## src/pkg/cpcri_pkg.sv

```systemverilog
// Purpose: Shared constants for the command register interface
// Assumes: 250 MHz system clock
// Notes:   Field positions, codes and timing counts
package cpcri_pkg;
	localparam int          CPCRI_BIT_RST      = 7;
	localparam int          CPCRI_BIT_GCI      = 6;
	localparam int          CPCRI_BIT_OPC_HI   = 5;
	localparam int          CPCRI_BIT_OPC_LO   = 4;
	localparam int          CPCRI_BIT_RSVD     = 3;
	localparam int          CPCRI_BIT_CH_HI    = 2;
	localparam int          CPCRI_BIT_CH_LO    = 1;
	localparam int          CPCRI_BIT_FLG      = 0;
	localparam logic [7:0]  CPCRI_CMD_RESET    = 8'h00;
	localparam logic [1:0]  CPCRI_OPC_STOP_TX  = 2'h0;
	localparam logic [1:0]  CPCRI_OPC_RESTART  = 2'h1;
	localparam logic [1:0]  CPCRI_OPC_HUNT     = 2'h2;
	localparam logic [1:0]  CPCRI_OPC_RST_BCS  = 2'h3;
	localparam logic [1:0]  CPCRI_GCI_ABORT    = 2'h0;
	localparam logic [1:0]  CPCRI_GCI_TIMEOUT  = 2'h1;
	localparam logic [1:0]  CPCRI_CH_FIRST     = 2'h0;
	localparam logic [1:0]  CPCRI_CH_SECOND    = 2'h1;
	localparam logic [1:0]  CPCRI_CH_THIRD     = 2'h2;
	localparam logic [1:0]  CPCRI_CH_RSVD      = 2'h3;
	localparam logic [1:0]  CPCRI_GCI_CHANNEL  = 2'h2;
	// Execution times in clocks
	localparam logic [7:0]  CPCRI_HUNT_CLKS    = 8'h29;
	localparam logic [7:0]  CPCRI_OTHER_CLKS   = 8'h13;
	localparam logic [7:0]  CPCRI_SRST_FLG_CLKS = 8'h02;
	localparam logic [7:0]  CPCRI_SRST_CLKS    = 8'h3C;
	localparam logic [7:0]  CPCRI_REFRESH_CLKS = 8'h19;
	localparam logic [7:0]  CPCRI_LAT_BISYNC   = 8'hCD;
	localparam logic [7:0]  CPCRI_LAT_HDLC     = 8'hA5;
	localparam logic [7:0]  CPCRI_LAT_UART     = 8'h96;
	localparam logic [7:0]  CPCRI_LAT_DDCMP    = 8'h8C;
	// Protocol enables bit order
	localparam int          CPCRI_PR_BISYNC    = 0;
	localparam int          CPCRI_PR_HDLC      = 1;
	localparam int          CPCRI_PR_TRANSP    = 2;
	localparam int          CPCRI_PR_UART      = 3;
	localparam int          CPCRI_PR_DDCMP     = 4;
	typedef enum logic [3:0] {
		CPCRI_IDLE = 4'h1,
		CPCRI_WAIT = 4'h2,
		CPCRI_EXEC = 4'h4,
		CPCRI_SRST = 4'h8
	} cpcri_state_t;
endpackage

```

## src/pkg/cpcri_exec_if.sv

```systemverilog
// Purpose: Carrier between the controller and its execution timer
// Assumes: Single clock
// Notes:   Start is a pulse; done is a pulse
`timescale 1ns/1ns
interface cpcri_exec_if;
	logic       start;
	logic [7:0] length;
	logic       done;
	modport ctrl  (output start, output length, input done);
	modport timer (input start, input length, output done);
endinterface

```

## src/design/cpcri_timer.sv

```systemverilog
// Purpose: Counts command execution clocks
// Assumes: Synchronous reset copy from the top
// Notes:   Done pulses length clocks after start
`timescale 1ns/1ns
module cpcri_timer (
	input  wire logic      i_clock,
	input  wire logic      i_rst_n,
	cpcri_exec_if.timer    exec
);
	logic [7:0] count_r;
	logic       busy_r;
	logic       done_r;
	wire        last = busy_r && (count_r == 8'h01);
	assign exec.done = done_r;
	always_ff @(posedge i_clock or negedge i_rst_n) begin
		if (!i_rst_n) begin
			count_r <= 8'h00;
			busy_r  <= 1'b0;
			done_r  <= 1'b0;
		end else begin
			// A restart cancels the done of the count it replaces
			done_r <= last && !exec.start;
			if (exec.start) begin
				count_r <= exec.length - 8'h01;
				busy_r  <= 1'b1;
			end else if (busy_r) begin
				count_r <= count_r - 8'h01;
				busy_r  <= !last;
			end
		end
	end
endmodule

```

## src/design/cpcri_top.sv

```systemverilog
// Purpose: Command register and decoder of the communications processor
// Assumes: Host writes the command register through a byte write strobe
// Notes:   Actions are one-cycle pulses to the serial controllers
// Behaviour
// - Normal opcodes: stop, restart, hunt, reset block check
// - GCI_COMMAND_SELECT opcodes: abort request, timeout, rest reserved
// - Channel field selects one of three controllers
// - Semaphore set by host, cleared after execution
// - Transmit pin may lag after flag clears
// - Commands after refresh, before channel requests
// - Hunt within 41 clocks, others under 20
// - Latency bound: execution, refresh, protocol term
// - Protocol terms 205, 165, 150, 140, zero
// - Software reset clears flag in two clocks
// - Eight-bit register, field layout, cleared at reset
`timescale 1ns/1ns
module cpcri_top
	import cpcri_pkg::*;
(
	input  wire logic       i_clock,
	input  wire logic       i_reset_n,
	input  wire logic       i_cmd_write,
	input  wire logic [7:0] i_cmd_wdata,
	input  wire logic       i_refresh_req,
	input  wire logic       i_refresh_enable,
	input  wire logic [4:0] i_proto_enable,
	output logic [7:0]      o_cmd_rdata,
	output logic [2:0]      o_stop_tx,
	output logic [2:0]      o_restart_tx,
	output logic [2:0]      o_enter_hunt,
	output logic [2:0]      o_reset_block_check,
	output logic            o_gci_abort_request,
	output logic            o_gci_timeout,
	output logic            o_soft_reset,
	output logic            o_command_grant,
	output logic [9:0]      o_latency_bound
);
	logic [1:0]   rst_sync_r;
	wire          rst_n = rst_sync_r[1];
	logic [7:0]   cmd_r;
	logic [7:0]   cmd_nxt;
	cpcri_state_t state_r;
	cpcri_state_t state_nxt;
	logic [2:0]   stop_r, restart_r, hunt_r, bcs_r;
	logic         abort_r, timeout_r, srst_r, grant_r;
	logic [9:0]   latency_r;
	cpcri_exec_if exec ();

	function automatic logic [2:0] chan_onehot(input logic [1:0] ch);
		chan_onehot = (ch == CPCRI_CH_RSVD) ? 3'h0 : 3'(3'h1 << ch);
	endfunction

	cpcri_timer u_timer (
		.i_clock (i_clock),
		.i_rst_n (rst_n),
		.exec    (exec)
	);

	always_ff @(posedge i_clock or negedge i_reset_n) begin
		if (!i_reset_n) begin
			rst_sync_r <= 2'h0;
		end else begin
			rst_sync_r <= {rst_sync_r[0], 1'b1};
		end
	end

	// Decode of the held command
	wire       gci_sel    = cmd_r[CPCRI_BIT_GCI];
	wire [1:0] opcode     = cmd_r[CPCRI_BIT_OPC_HI:CPCRI_BIT_OPC_LO];
	wire [1:0] target_ch  = cmd_r[CPCRI_BIT_CH_HI:CPCRI_BIT_CH_LO];
	wire [2:0] target_sel = chan_onehot(target_ch);
	wire       flag       = cmd_r[CPCRI_BIT_FLG];
	wire       new_cmd    = i_cmd_write && i_cmd_wdata[CPCRI_BIT_FLG] && !flag;
	wire       new_srst   = i_cmd_write && i_cmd_wdata[CPCRI_BIT_RST];
	// Refresh wins the scheduler over a pending command
	wire       may_run    = (state_r == CPCRI_WAIT) && !i_refresh_req;
	wire       is_hunt    = !gci_sel && (opcode == CPCRI_OPC_HUNT);
	wire [7:0] exec_len   = is_hunt ? CPCRI_HUNT_CLKS : CPCRI_OTHER_CLKS;
	wire       fire       = exec.done && (state_r == CPCRI_EXEC);
	wire       fire_norm  = fire && !gci_sel;
	wire       fire_gci   = fire && gci_sel && (target_ch == CPCRI_GCI_CHANNEL);
	wire [7:0] proto_term = i_proto_enable[CPCRI_PR_BISYNC] ? CPCRI_LAT_BISYNC :
	                        (i_proto_enable[CPCRI_PR_HDLC] || i_proto_enable[CPCRI_PR_TRANSP]) ? CPCRI_LAT_HDLC :
	                        i_proto_enable[CPCRI_PR_UART] ? CPCRI_LAT_UART :
	                        i_proto_enable[CPCRI_PR_DDCMP] ? CPCRI_LAT_DDCMP : 8'h00;
	wire [9:0] lat_nxt    = 10'(CPCRI_HUNT_CLKS) + (i_refresh_enable ? 10'(CPCRI_REFRESH_CLKS) : 10'h000)
	                        + 10'(proto_term);

	// Soft reset restarts the timer from any state but its own
	wire       srst_take  = new_srst && (state_r != CPCRI_SRST);

	assign exec.start  = may_run || srst_take;
	assign exec.length = srst_take ? CPCRI_SRST_CLKS : exec_len;

	always_comb begin
		state_nxt = state_r;
		cmd_nxt   = cmd_r;
		case (state_r)
			CPCRI_IDLE: begin
				if (new_srst) begin
					state_nxt = CPCRI_SRST;
					cmd_nxt   = CPCRI_CMD_RESET;
				end else if (new_cmd) begin
					state_nxt = CPCRI_WAIT;
					cmd_nxt   = i_cmd_wdata & ~(8'h01 << CPCRI_BIT_RSVD);
				end
			end
			CPCRI_WAIT: begin
				if (new_srst) begin
					state_nxt = CPCRI_SRST;
					cmd_nxt   = CPCRI_CMD_RESET;
				end else if (may_run) begin
					state_nxt = CPCRI_EXEC;
				end
			end
			CPCRI_EXEC: begin
				if (new_srst) begin
					state_nxt = CPCRI_SRST;
					cmd_nxt   = CPCRI_CMD_RESET;
				end else if (exec.done) begin
					state_nxt = CPCRI_IDLE;
					cmd_nxt   = CPCRI_CMD_RESET;
				end
			end
			CPCRI_SRST: begin
				if (exec.done) begin
					state_nxt = CPCRI_IDLE;
				end
			end
			default: begin
				state_nxt = CPCRI_IDLE;
				cmd_nxt   = CPCRI_CMD_RESET;
			end
		endcase
	end

	always_ff @(posedge i_clock or negedge rst_n) begin
		if (!rst_n) begin
			state_r <= CPCRI_IDLE;
			cmd_r   <= CPCRI_CMD_RESET;
		end else begin
			state_r <= state_nxt;
			cmd_r   <= cmd_nxt;
		end
	end

	// Actions pulse in the cycle the flag clears; drain lag belongs to the controllers
	always_ff @(posedge i_clock or negedge rst_n) begin
		if (!rst_n) begin
			stop_r    <= 3'h0;
			restart_r <= 3'h0;
			hunt_r    <= 3'h0;
			bcs_r     <= 3'h0;
			abort_r   <= 1'b0;
			timeout_r <= 1'b0;
			srst_r    <= 1'b0;
			grant_r   <= 1'b0;
			latency_r <= 10'h000;
		end else begin
			stop_r    <= (fire_norm && opcode == CPCRI_OPC_STOP_TX) ? target_sel : 3'h0;
			restart_r <= (fire_norm && opcode == CPCRI_OPC_RESTART) ? target_sel : 3'h0;
			hunt_r    <= (fire_norm && opcode == CPCRI_OPC_HUNT) ? target_sel : 3'h0;
			bcs_r     <= (fire_norm && opcode == CPCRI_OPC_RST_BCS) ? target_sel : 3'h0;
			abort_r   <= fire_gci && opcode == CPCRI_GCI_ABORT;
			timeout_r <= fire_gci && opcode == CPCRI_GCI_TIMEOUT;
			srst_r    <= state_r == CPCRI_SRST && exec.done;
			grant_r   <= may_run;
			latency_r <= lat_nxt;
		end
	end

	assign o_cmd_rdata         = cmd_r;
	assign o_stop_tx           = stop_r;
	assign o_restart_tx        = restart_r;
	assign o_enter_hunt        = hunt_r;
	assign o_reset_block_check = bcs_r;
	assign o_gci_abort_request = abort_r;
	assign o_gci_timeout       = timeout_r;
	assign o_soft_reset        = srst_r;
	assign o_command_grant     = grant_r;
	assign o_latency_bound     = latency_r;
endmodule

```

## config.mk

```make
export PLATFORM = sky130hd
export DESIGN_NAME = cpcri_top
export DESIGN_NICKNAME = d
export VERILOG_FILES = /design/src/pkg/cpcri_pkg.sv /design/src/pkg/cpcri_exec_if.sv /design/src/design/cpcri_timer.sv /design/src/design/cpcri_top.sv
export SDC_FILE = /design/constraint.sdc
export NUM_CORES = 1
export LEC_CHECK = 0
export BUFFER_PORTS_ARGS = -buffer_cell sky130_fd_sc_hd__buf_2
export CAP_MARGIN = 20
export CORE_MARGIN = 1
export CORE_UTILIZATION = 35
export CTS_BUF_LIST = sky130_fd_sc_hd__clkbuf_8 sky130_fd_sc_hd__clkbuf_16
export CTS_CLUSTER_DIAMETER = 30
export DETAILED_ROUTE_END_ITERATION = 8
export GPL_ROUTABILITY_DRIVEN = 1
export PLACE_DENSITY = 0.53
export SLEW_MARGIN = 20
export SYNTH_ARGS = -nofsm -noshare
export SYNTH_HDL_FRONTEND = slang
export SYNTH_SLANG_ARGS = --single-unit
```

## constraint.sdc

```tcl
create_clock -name i_clock -period 1.6 [get_ports i_clock]
set_input_delay 0.16 -clock i_clock [delete_from_list [all_inputs] [get_ports i_clock]]
set_output_delay 0.16 -clock i_clock [all_outputs]
set_load 0.02 [all_outputs]
```

==> results.py, run 1 <==
metrics = {
    "run_status": {
        "status": "completed",
    },
    "finish": {
        "final_util_pct": 46.8,
        "diodes": 0,
        "num-nets-final": 306,
        "layout-drive-gt1-share_pct": 31.8,
        "design_area_mm2": 0.00282,
        "area_growth_pct": 26.9,
    },
    "grt": {
        "grt_max_degree": 32,
        "grt-ovfl-total": 0,
        "grt_usage_pct": 14.2,
        "grt_pass1_vias": 1611,
        "antenna_found_initial": 0,
        "grt_first_pass_wirelength_um": 7180,
    },
    "yosys": {
        "synthTopCellsByCount": "47 x dfrtp_1, 27 x nor2_1, 16 x inv_1",
        "yosys-top-cells-area": "dfrtp_1 53%, ha_1 5.1%, nor2_1 4.6%, xnor2_1 2.8%, inv_1 2.7%",
        "synth_cell_types": 49,
        "synthArstFlopShare_pct": 100,
        "synth_enable_flop_cells": 0,
        "netlist_instances": 211,
        "yosys.area.top_type_share_pct": 52.9,
        "syn_avg_cell_area_um2": 10.5,
        "ys_warn_count": 0,
        "synth.most_common_cell": "dfrtp_1",
        "ys_seq_area_share_pct": 54.1,
        "yosys.area.top_type": "dfrtp_1",
        "synth_ff_type": "dfrtp_1",
        "synth_area_mm2": 0.00222,
        "synth_seq_cells": 48,
    },
    "routing": {
        "num_vias": 1683,
        "drt_pass1_iterations": 5,
        "routed_wl_um": 4390,
        "vias_per_cell": 4.74,
        "ant_nets": 0,
        "route.detailed.drc": 0,
        "drt_iter0_markers": 42,
        "routedWlPerCell_um": 12.4,
    },
    "critical_path": {
        "cp_slowest_stage_delay_ns": 0.59,
        "cp_max_fo": 4,
        "required_ns": 1.79,
        "start_kind": "flop",
        "r2r-end": "u_timer.count_r[7]",
        "path_cells": "or4_4 -> nor3_2 -> xnor2_1 -> nor2_2",
        "crit_end": "u_timer.count_r[7]",
        "endpoint_kind": "flop",
        "worst-r2r-cell-count": 4,
        "arrival_ns": 1.72,
        "critPathSlowestCell": "or4_4",
        "path_class": "flop to flop",
        "startpoint": "u_timer.count_r[4]",
        "ff2ff_setup_slack_ns": 0.07,
        "reg2reg_from": "u_timer.count_r[4]",
    },
    "power_and_ir_drop": {
        "power_density_mw_per_mm2": 1230,
        "power_leakage_nw": 1.39,
        "power_w": 0.00346,
        "ir_drop_v": 0.000692,
    },
    "clock_network": {
        "cts_sinks": 48,
        "cts_buffers": 5,
        "insertion_delay_ns": 0.30,
        "h-tree-depth": 2,
        "post_cts_buffers": 0,
        "clock_path_buffers": 2,
        "cts_tree": "done",
        "root_buffer": "clkbuf_8",
        "clkSlewWorstSetupHoldPaths_ns": 0.09,
    },
    "worst_hold_path": {
        "hold_path_class": "primary input to flop",
        "min_from": "i_cmd_wdata[6]",
    },
    "run": {
        "cap_violations": 0,
    },
    "sta": {
        "setup_viol": 0,
        "fin_tns_setup_ns": 0,
        "clock_skew_ns": 0.00609,
        "hold_viol": 0,
        "finalCritPeriodShare_pct": 95.5,
        "fmax_ghz": 0.655,
        "slew_viol_final": 0,
        "post-route-min-period_ns": 1.53,
    },
    "die": {
        "num_rows": 28,
        "fp.dieW_um": 81.7,
        "fp.coreArea_mm2": 0.00603,
        "start_util_pct": 36.9,
        "dieArea_mm2": 0.00667,
        "dieHeight_um": 81.7,
        "ios": 52,
    },
    "place": {
        "port_buffers": 48,
        "place_congestion": 0.781,
        "place_area_mm2": 0.00267,
        "dp_hpwl_um": 3350,
    },
}
[layout make-up]
cell class	count	area (um2)
clock buffer	5	68.8
clock inverter	3	46.3
fill	575	3200
inverter	16	60.1
multi-input combinational	142	956
sequential	48	1210
tap	75	93.8
timing repair buffer	66	390
[per-layer routing]
layer | wire length [um] | global-route usage (%) | vias up
met3 | 155 | 3.22 | 2
met2 | 2100 | 23.1 | 25
met4 | 27 | 4.74 | 0
met1 | 2110 | 18.5 | 802
li1 | - | - | 854
met5 | 0 | 0 | -
[worst min-delay path by stage]
stage	to	slack, ns	cells past startpoint
finish	o_cmd_rdata[6]	0.09	3
global route	o_cmd_rdata[6]	0.09	3
CTS	o_cmd_rdata[6]	0.08	3
detailed placement	rst_sync_r[0]	-0.05	1
global placement	rst_sync_r[0]	-0.05	1
floorplan	rst_sync_r[0]	-0.14	0
[cells in the final DEF, fill, tap and decap left out, types with 4 or more instances in the layout]
cell type / instances
buf_2: 48
dfrtp_1: 44
nor2_1: 27
inv_1: 16
buf_4: 16
nand2_1: 10
ha_1: 9
o21ai_0: 8
nand3_1: 8
xnor2_1: 7
o21ai_1: 7
nor3_1: 6
and2_1: 5
clkbuf_8: 5
a21oi_1: 4
nor2b_1: 4
and3_1: 4
nand2b_1: 4
[critical path, delay by kind of cell (launching register included)]
family / cells / cell delay, ns
flops: 1 / 0.42
simple gates: 3 / 0.84
xor+xnor: 1 / 0.15
[flip-flops by register name (all words and copies together), names as in the netlist]
register             flops
o_soft_reset             1
o_cmd_rdata              7
o_restart_tx             3
u_timer.busy_r           1
state_r                  4
o_enter_hunt             3
o_stop_tx                3
u_timer.exec.done        1
o_gci_timeout            1
rst_sync_r               2
o_gci_abort_request      1
o_latency_bound          9
o_command_grant          1
u_timer.count_r          8
o_reset_block_check      3
[logic make-up after synthesis]
| family | after synthesis | share of synthesized area [%] |
|---|---|---|
| compound gates | 34 | 10.6 |
| simple gates | 87 | 22.1 |
| buf+inv | 22 | 4.28 |
| fa+ha+maj | 9 | 5.06 |
| xor+xnor | 9 | 3.55 |
| flops | 48 | 54.1 |
| other cells | 2 | 0.338 |
[power by group]
group	switching, W	internal, W	total (W)
Combinational	0.000549	0.000470	0.00102
Clock	0.000421	0.000471	0.000892
Sequential	0.000181	0.00137	0.00155
[through the flow]
stage	cells	setup WS [ns]	hold WS, ns
2_1_floorplan	212	0.00565	-0.136
3_3_place_gp	346	-0.0749	-0.0532
3_5_place_dp	346	-0.0814	-0.0537
4_1_cts	355	0.0331	0.0751
5_1_grt	355	-0.00293	0.0901
6_report	355	0.0728	0.0850
[timing repair]
action,4_1_cts,5_1_grt
resized for setup,0,5
hold endpoints to repair,2,0
endpoints found under the setup margin,0,6
hold buffers,1,0
(Power assumes the default switching activity.)
==> run 2: changes to the inputs <==
- CORE_UTILIZATION: 35 -> 53
- PLACE_DENSITY: 0.53 -> 0.76
- REMOVE_ABC_BUFFERS: default -> 1
==> run 2 against run 1 <==
Final area fell by 0.58%. Sequential share of layout area rose by 0.29 points. Fmax fell by 2.2%. Critical path depth fell by 1. Clock skew rose by 0.0025 ns. Largest cell class unchanged. First-iteration DRC count rose by 120%.
==> results.py, run 2 (synthesis results as in run 1) <==
metrics = {
    "run_status": {
        "status": "completed",
    },
    "routing": {
        "ant_nets": 0,
        "drt_pass1_iterations": 4,
        "num_vias": 1698,
        "route.detailed.drc": 0,
        "vias_per_cell": 5.21,
        "drt_iter0_markers": 92,
        "routed_wl_um": 4250,
        "routedWlPerCell_um": 13.0,
    },
    "place": {
        "place_ws_ns": -0.104,
        "place_congestion": 0.791,
        "port_buffers": 48,
        "dp_cells": 317,
        "dp_hpwl_um": 3150,
    },
    "clock_network": {
        "h-tree-depth": 2,
        "clkSlewWorstSetupHoldPaths_ns": 0.09,
        "clock_path_buffers": 2,
        "cts_sinks": 48,
        "insertion_delay_ns": 0.30,
        "cts_tree": "done",
        "root_buffer": "clkbuf_8",
        "cts_buffers": 5,
    },
    "finish": {
        "area_growth_pct": 26.2,
        "diodes": 0,
        "final_cell_mix": "48 x buf_2, 43 x dfrtp_1, 27 x nor2_1, 16 x inv_1, 12 x buf_4",
        "layout-drive-gt1-share_pct": 31.9,
        "num-nets-final": 302,
        "largest_reg_flops": 9,
        "final_util_pct": 70.1,
        "final-instance-count-excl-fill": 326,
        "final_common_cell": "buf_2",
    },
    "grt": {
        "grt_usage_pct": 21.8,
        "grt_max_degree": 40,
        "antenna_found_initial": 0,
        "grt_first_pass_wirelength_um": 7130,
        "grt-ovfl-total": 0,
        "grt_pass1_vias": 1640,
    },
    "die": {
        "start_util_pct": 55.6,
        "num_rows": 23,
        "ios": 52,
        "dieArea_mm2": 0.00446,
        "dieHeight_um": 66.8,
        "fp.dieW_um": 66.8,
        "fp.coreArea_mm2": 0.00400,
    },
    "critical_path": {
        "cp_max_fo": 4,
        "cp_slowest_stage_delay_ns": 0.60,
        "endpoint_kind": "flop",
        "arrival_ns": 1.80,
        "path_cells": "or4_4 -> nor4b_4 -> and3_1",
        "path_class": "flop to flop",
        "crit_family": "simple AND/OR/NAND/NOR gates",
        "critPathSlowestCell": "or4_4",
        "required_ns": 1.84,
        "start_kind": "flop",
        "cp.buffers_inverters": 0,
    },
    "power_and_ir_drop": {
        "power_w": 0.00374,
        "ir_drop_v": 0.000832,
        "power_leakage_nw": 1.39,
        "power_density_mw_per_mm2": 1330,
    },
    "sta": {
        "clock_skew_ns": 0.00858,
        "post-route-min-period_ns": 1.56,
        "hold_viol": 0,
        "slew_viol_final": 0,
        "fmax_ghz": 0.641,
        "setup_ws_ns": 0.0387,
        "finalCritPeriodShare_pct": 97.6,
        "setup_viol": 0,
    },
    "run": {
        "cap_violations": 0,
    },
    "worst_hold_path": {
        "hold_path_class": "primary input to flop",
    },
}
run 2: changes by cell type in the layout (fill, tap and decap cells not counted), sizes merged:
cell | before | now
buf | 65 | 61
clkinvlp | 1 | 0
inv | 17 | 16
bufinv | 1 | 3
run 2: repair_timing:
item,CTS,global route
endpoints found under the hold margin,2,0
buffers inserted,0,0
hold buffers,1,0
gates resized for setup,0,7
endpoints found under the setup margin,0,10
run 2: final cells by class:
class / count / area [um2]
sequential: 48 / 1210
fill: 311 / 1190
multi-input combinational: 142 / 956
timing repair buffer: 62 / 360
clock inverter: 3 / 90.1
clock buffer: 5 / 68.8
tap: 50 / 62.6
inverter: 16 / 60.1
run 2: worst reg2reg max path: cells and delay by family, from the launching register on:
family / cells / cell delay [ns]
DFF: 1 / 0.42
and+or+nand+nor: 3 / 1.08
run 2: where the power goes:
group	internal, W	switching (W)	total (W)
registers	0.00137	0.000174	0.00154
clock network	0.000781	0.000403	0.00118
logic	0.000457	0.000559	0.00102
run 2: path summary, 6_finish.rpt:
check,start,to,slack (ns),cells past startpoint
max reg2reg,u_timer.count_r[4],u_timer.exec.done,0.04,3
min reg2reg,rst_sync_r[1],state_r[2],0.11,0
max,u_timer.count_r[4],u_timer.exec.done,0.04,3
max in group asynchronous,rst_sync_r[1],state_r[3],1.02,1
min in group asynchronous,rst_sync_r[1],state_r[2],0.11,0
min,i_cmd_wdata[6],o_cmd_rdata[6],0.08,3
run 2: metrics by stage:
step	instance area (um2)	hold WS [ns]	TNS (ns)
after floorplan	2190	-0.136	0
after global placement	2610	-0.0531	-0.0652
after detailed placement	2610	-0.0526	-0.142
after CTS	2780	0.0785	0
after global routing	2810	0.0856	-0.0385
final	2810	0.0836	0
run 2: layer usage:
layer / vias to the layer above / global-route usage (%) / wire (um)
met5: - / 0 / 0
met4: 0 / 7.71 / 57
met3: 7 / 5.65 / 189
met2: 38 / 35.7 / 2120
met1: 810 / 27.7 / 1880
li1: 843 / - / -
==> run 3: changes to the inputs <==
- GPL_ROUTABILITY_DRIVEN: 1 -> 0
- GPL_TIMING_DRIVEN: default -> 0
==> run 3 against run 2 <==
Fmax about the same. Largest cell class unchanged. Register-to-register slack is essentially flat. Worst hold slack gained 0.0065 ns. Final cell count decreased by 3.7%. Clock power fell by 38%. First-iteration DRC count is 4.3% higher. Largest power group unchanged. Worst setup slack improved by 0.0015 ns. Final area decreased by 5.9%. Critical endpoint unchanged.
==> results.py, run 3 (synthesis results as in run 1) <==
metrics = {
    "run_status": {
        "status": "completed",
    },
    "die": {
        "start_util_pct": 55.6,
        "num_rows": 23,
        "fp.dieW_um": 66.8,
        "ios": 52,
        "dieHeight_um": 66.8,
        "fp.coreArea_mm2": 0.00400,
        "dieArea_mm2": 0.00446,
    },
    "sta": {
        "fmax_ghz": 0.641,
        "post-route-min-period_ns": 1.56,
        "slew_viol_final": 0,
        "hold_viol": 0,
        "clock_skew_ns": 0.00566,
        "setup_viol": 0,
        "grt_setup_unrepaired": "yes",
        "finalCritPeriodShare_pct": 97.5,
        "setup_ws_ns": 0.0402,
        "fin_tns_setup_ns": 0,
        "hold_ws_ns": 0.0901,
    },
    "finish": {
        "largest_reg_flops": 9,
        "final_cell_mix": "48 x buf_2, 42 x dfrtp_1, 27 x nor2_1, 16 x inv_1, 10 x nand2_1",
        "area_growth_pct": 18.7,
        "final_util_pct": 66.0,
        "diodes": 0,
        "layout-drive-gt1-share_pct": 28.8,
        "final_common_cell": "buf_2",
        "num-nets-final": 290,
    },
    "power_and_ir_drop": {
        "ir_drop_v": 0.000788,
        "seq_power_share_pct": 49.5,
        "power_leakage_nw": 1.29,
        "swShare_pct": 34.9,
        "clkPwrFrac_pct": 23.1,
        "internal-power_w": 0.00205,
        "p_switching_w": 0.00110,
        "power.share.combinational_pct": 27.4,
        "power_w": 0.00315,
        "power_density_mw_per_mm2": 1190,
    },
    "clock_network": {
        "root_buffer": "clkbuf_8",
        "insertion_delay_ns": 0.30,
        "cts_sinks": 48,
        "cts_tree": "done",
        "clkSlewWorstSetupHoldPaths_ns": 0.09,
        "h-tree-depth": 2,
        "clock_path_buffers": 2,
        "cts_buffers": 5,
    },
    "critical_path": {
        "start_kind": "flop",
        "reg2reg_from": "u_timer.count_r[4]",
        "required_ns": 1.84,
        "cp_max_fo": 4,
        "worst-r2r-cell-count": 3,
        "ff2ff_setup_slack_ns": 0.04,
        "endpoint_kind": "flop",
        "path_class": "flop to flop",
        "arrival_ns": 1.80,
        "r2r-end": "u_timer.exec.done",
    },
    "worst_hold_path": {
        "hold_path_class": "primary input to flop",
        "hold_depth": 3,
        "min_from": "i_cmd_wdata[2]",
        "worstHoldEndpoint": "o_cmd_rdata[2]",
    },
    "grt": {
        "grt_pass1_vias": 1527,
        "grt_max_degree": 32,
        "grt-ovfl-total": 0,
        "grt_first_pass_wirelength_um": 6480,
        "antenna_found_initial": 0,
        "grt_usage_pct": 20.1,
    },
    "routing": {
        "vias_per_cell": 5.26,
        "drt_iter0_markers": 96,
        "num_vias": 1651,
        "route.detailed.drc": 0,
        "route.met2.wl_um": 1850,
        "top_layer_used": "met4",
        "routed_wl_um": 3930,
        "routedWlPerCell_um": 12.5,
        "routed-wl-met3_um": 176,
        "drt_pass1_iterations": 4,
        "met1_length_um": 1830,
        "ant_nets": 0,
    },
    "place": {
        "port_buffers": 48,
        "dp_hpwl_um": 2930,
        "place_ws_ns": -0.313,
    },
    "run": {
        "cap_violations": 0,
    },
}
run 3: how the worst max path moves through the flow:
stage	depth (start not counted)	startpoint	slack [ns]	endpoint
6_report	3	u_timer.count_r[4]	0.04	u_timer.exec.done
4_1_cts	8	i_proto_enable[0]	0.01	o_latency_bound[6]
3_5_place_dp	8	i_proto_enable[0]	-0.31	o_latency_bound[6]
2_1_floorplan	7	i_proto_enable[0]	0.006	o_latency_bound[6]
3_3_place_gp	0	rst_sync_r[1]	-0.31	o_restart_tx[2]
5_1_grt	4	state_r[0]	-0.02	o_cmd_rdata[4]
run 3: power by group through the flow:
stage | logic, W | registers [W] | clock network, W
floorplan | 0.000589 | 0.00161 | 0
global route | 0.000982 | 0.00158 | 0.000794
CTS | 0.000862 | 0.00156 | 0.000747
detailed placement | 0.000858 | 0.00158 | 0
global placement | 0.000821 | 0.00159 | 0
finish | 0.000864 | 0.00156 | 0.000727
run 3: critical path, stage by stage, from the launching register on:
cell and delay [ns]:
dfrtp_1 0.43, or4_4 0.60, nor4b_4 0.28, and3_1 0.19
run 3: routing by layer:
layer | global-route usage, % | vias up
li1 | - | 824
met1 | 25.6 | 782
met2 | 31.4 | 38
met3 | 6.51 | 7
met4 | 7.71 | 0
met5 | 0 | -
run 3: timing repair:
item,CTS,global route
setup buffers,0,0
setup endpoints to repair,0,12
endpoints found under the hold margin,2,0
resized for setup,0,8
hold buffers,1,0
run 3: layout make-up:
type | instances | area, um2
flip-flops and latches | 48 | 1210
clock buffers | 5 | 68.8
multi-input cells | 142 | 946
inverters | 16 | 60.1
fillers | 333 | 1360
clock inverters | 3 | 23.8
well taps | 50 | 62.6
repair buffers | 50 | 270
run 3: through the flow:
step | area, um2 | instances
final | 2640 | 314
after floorplan | 2190 | 206
after detailed placement | 2520 | 305
after CTS | 2620 | 314
after global placement | 2490 | 304
after global routing | 2640 | 314
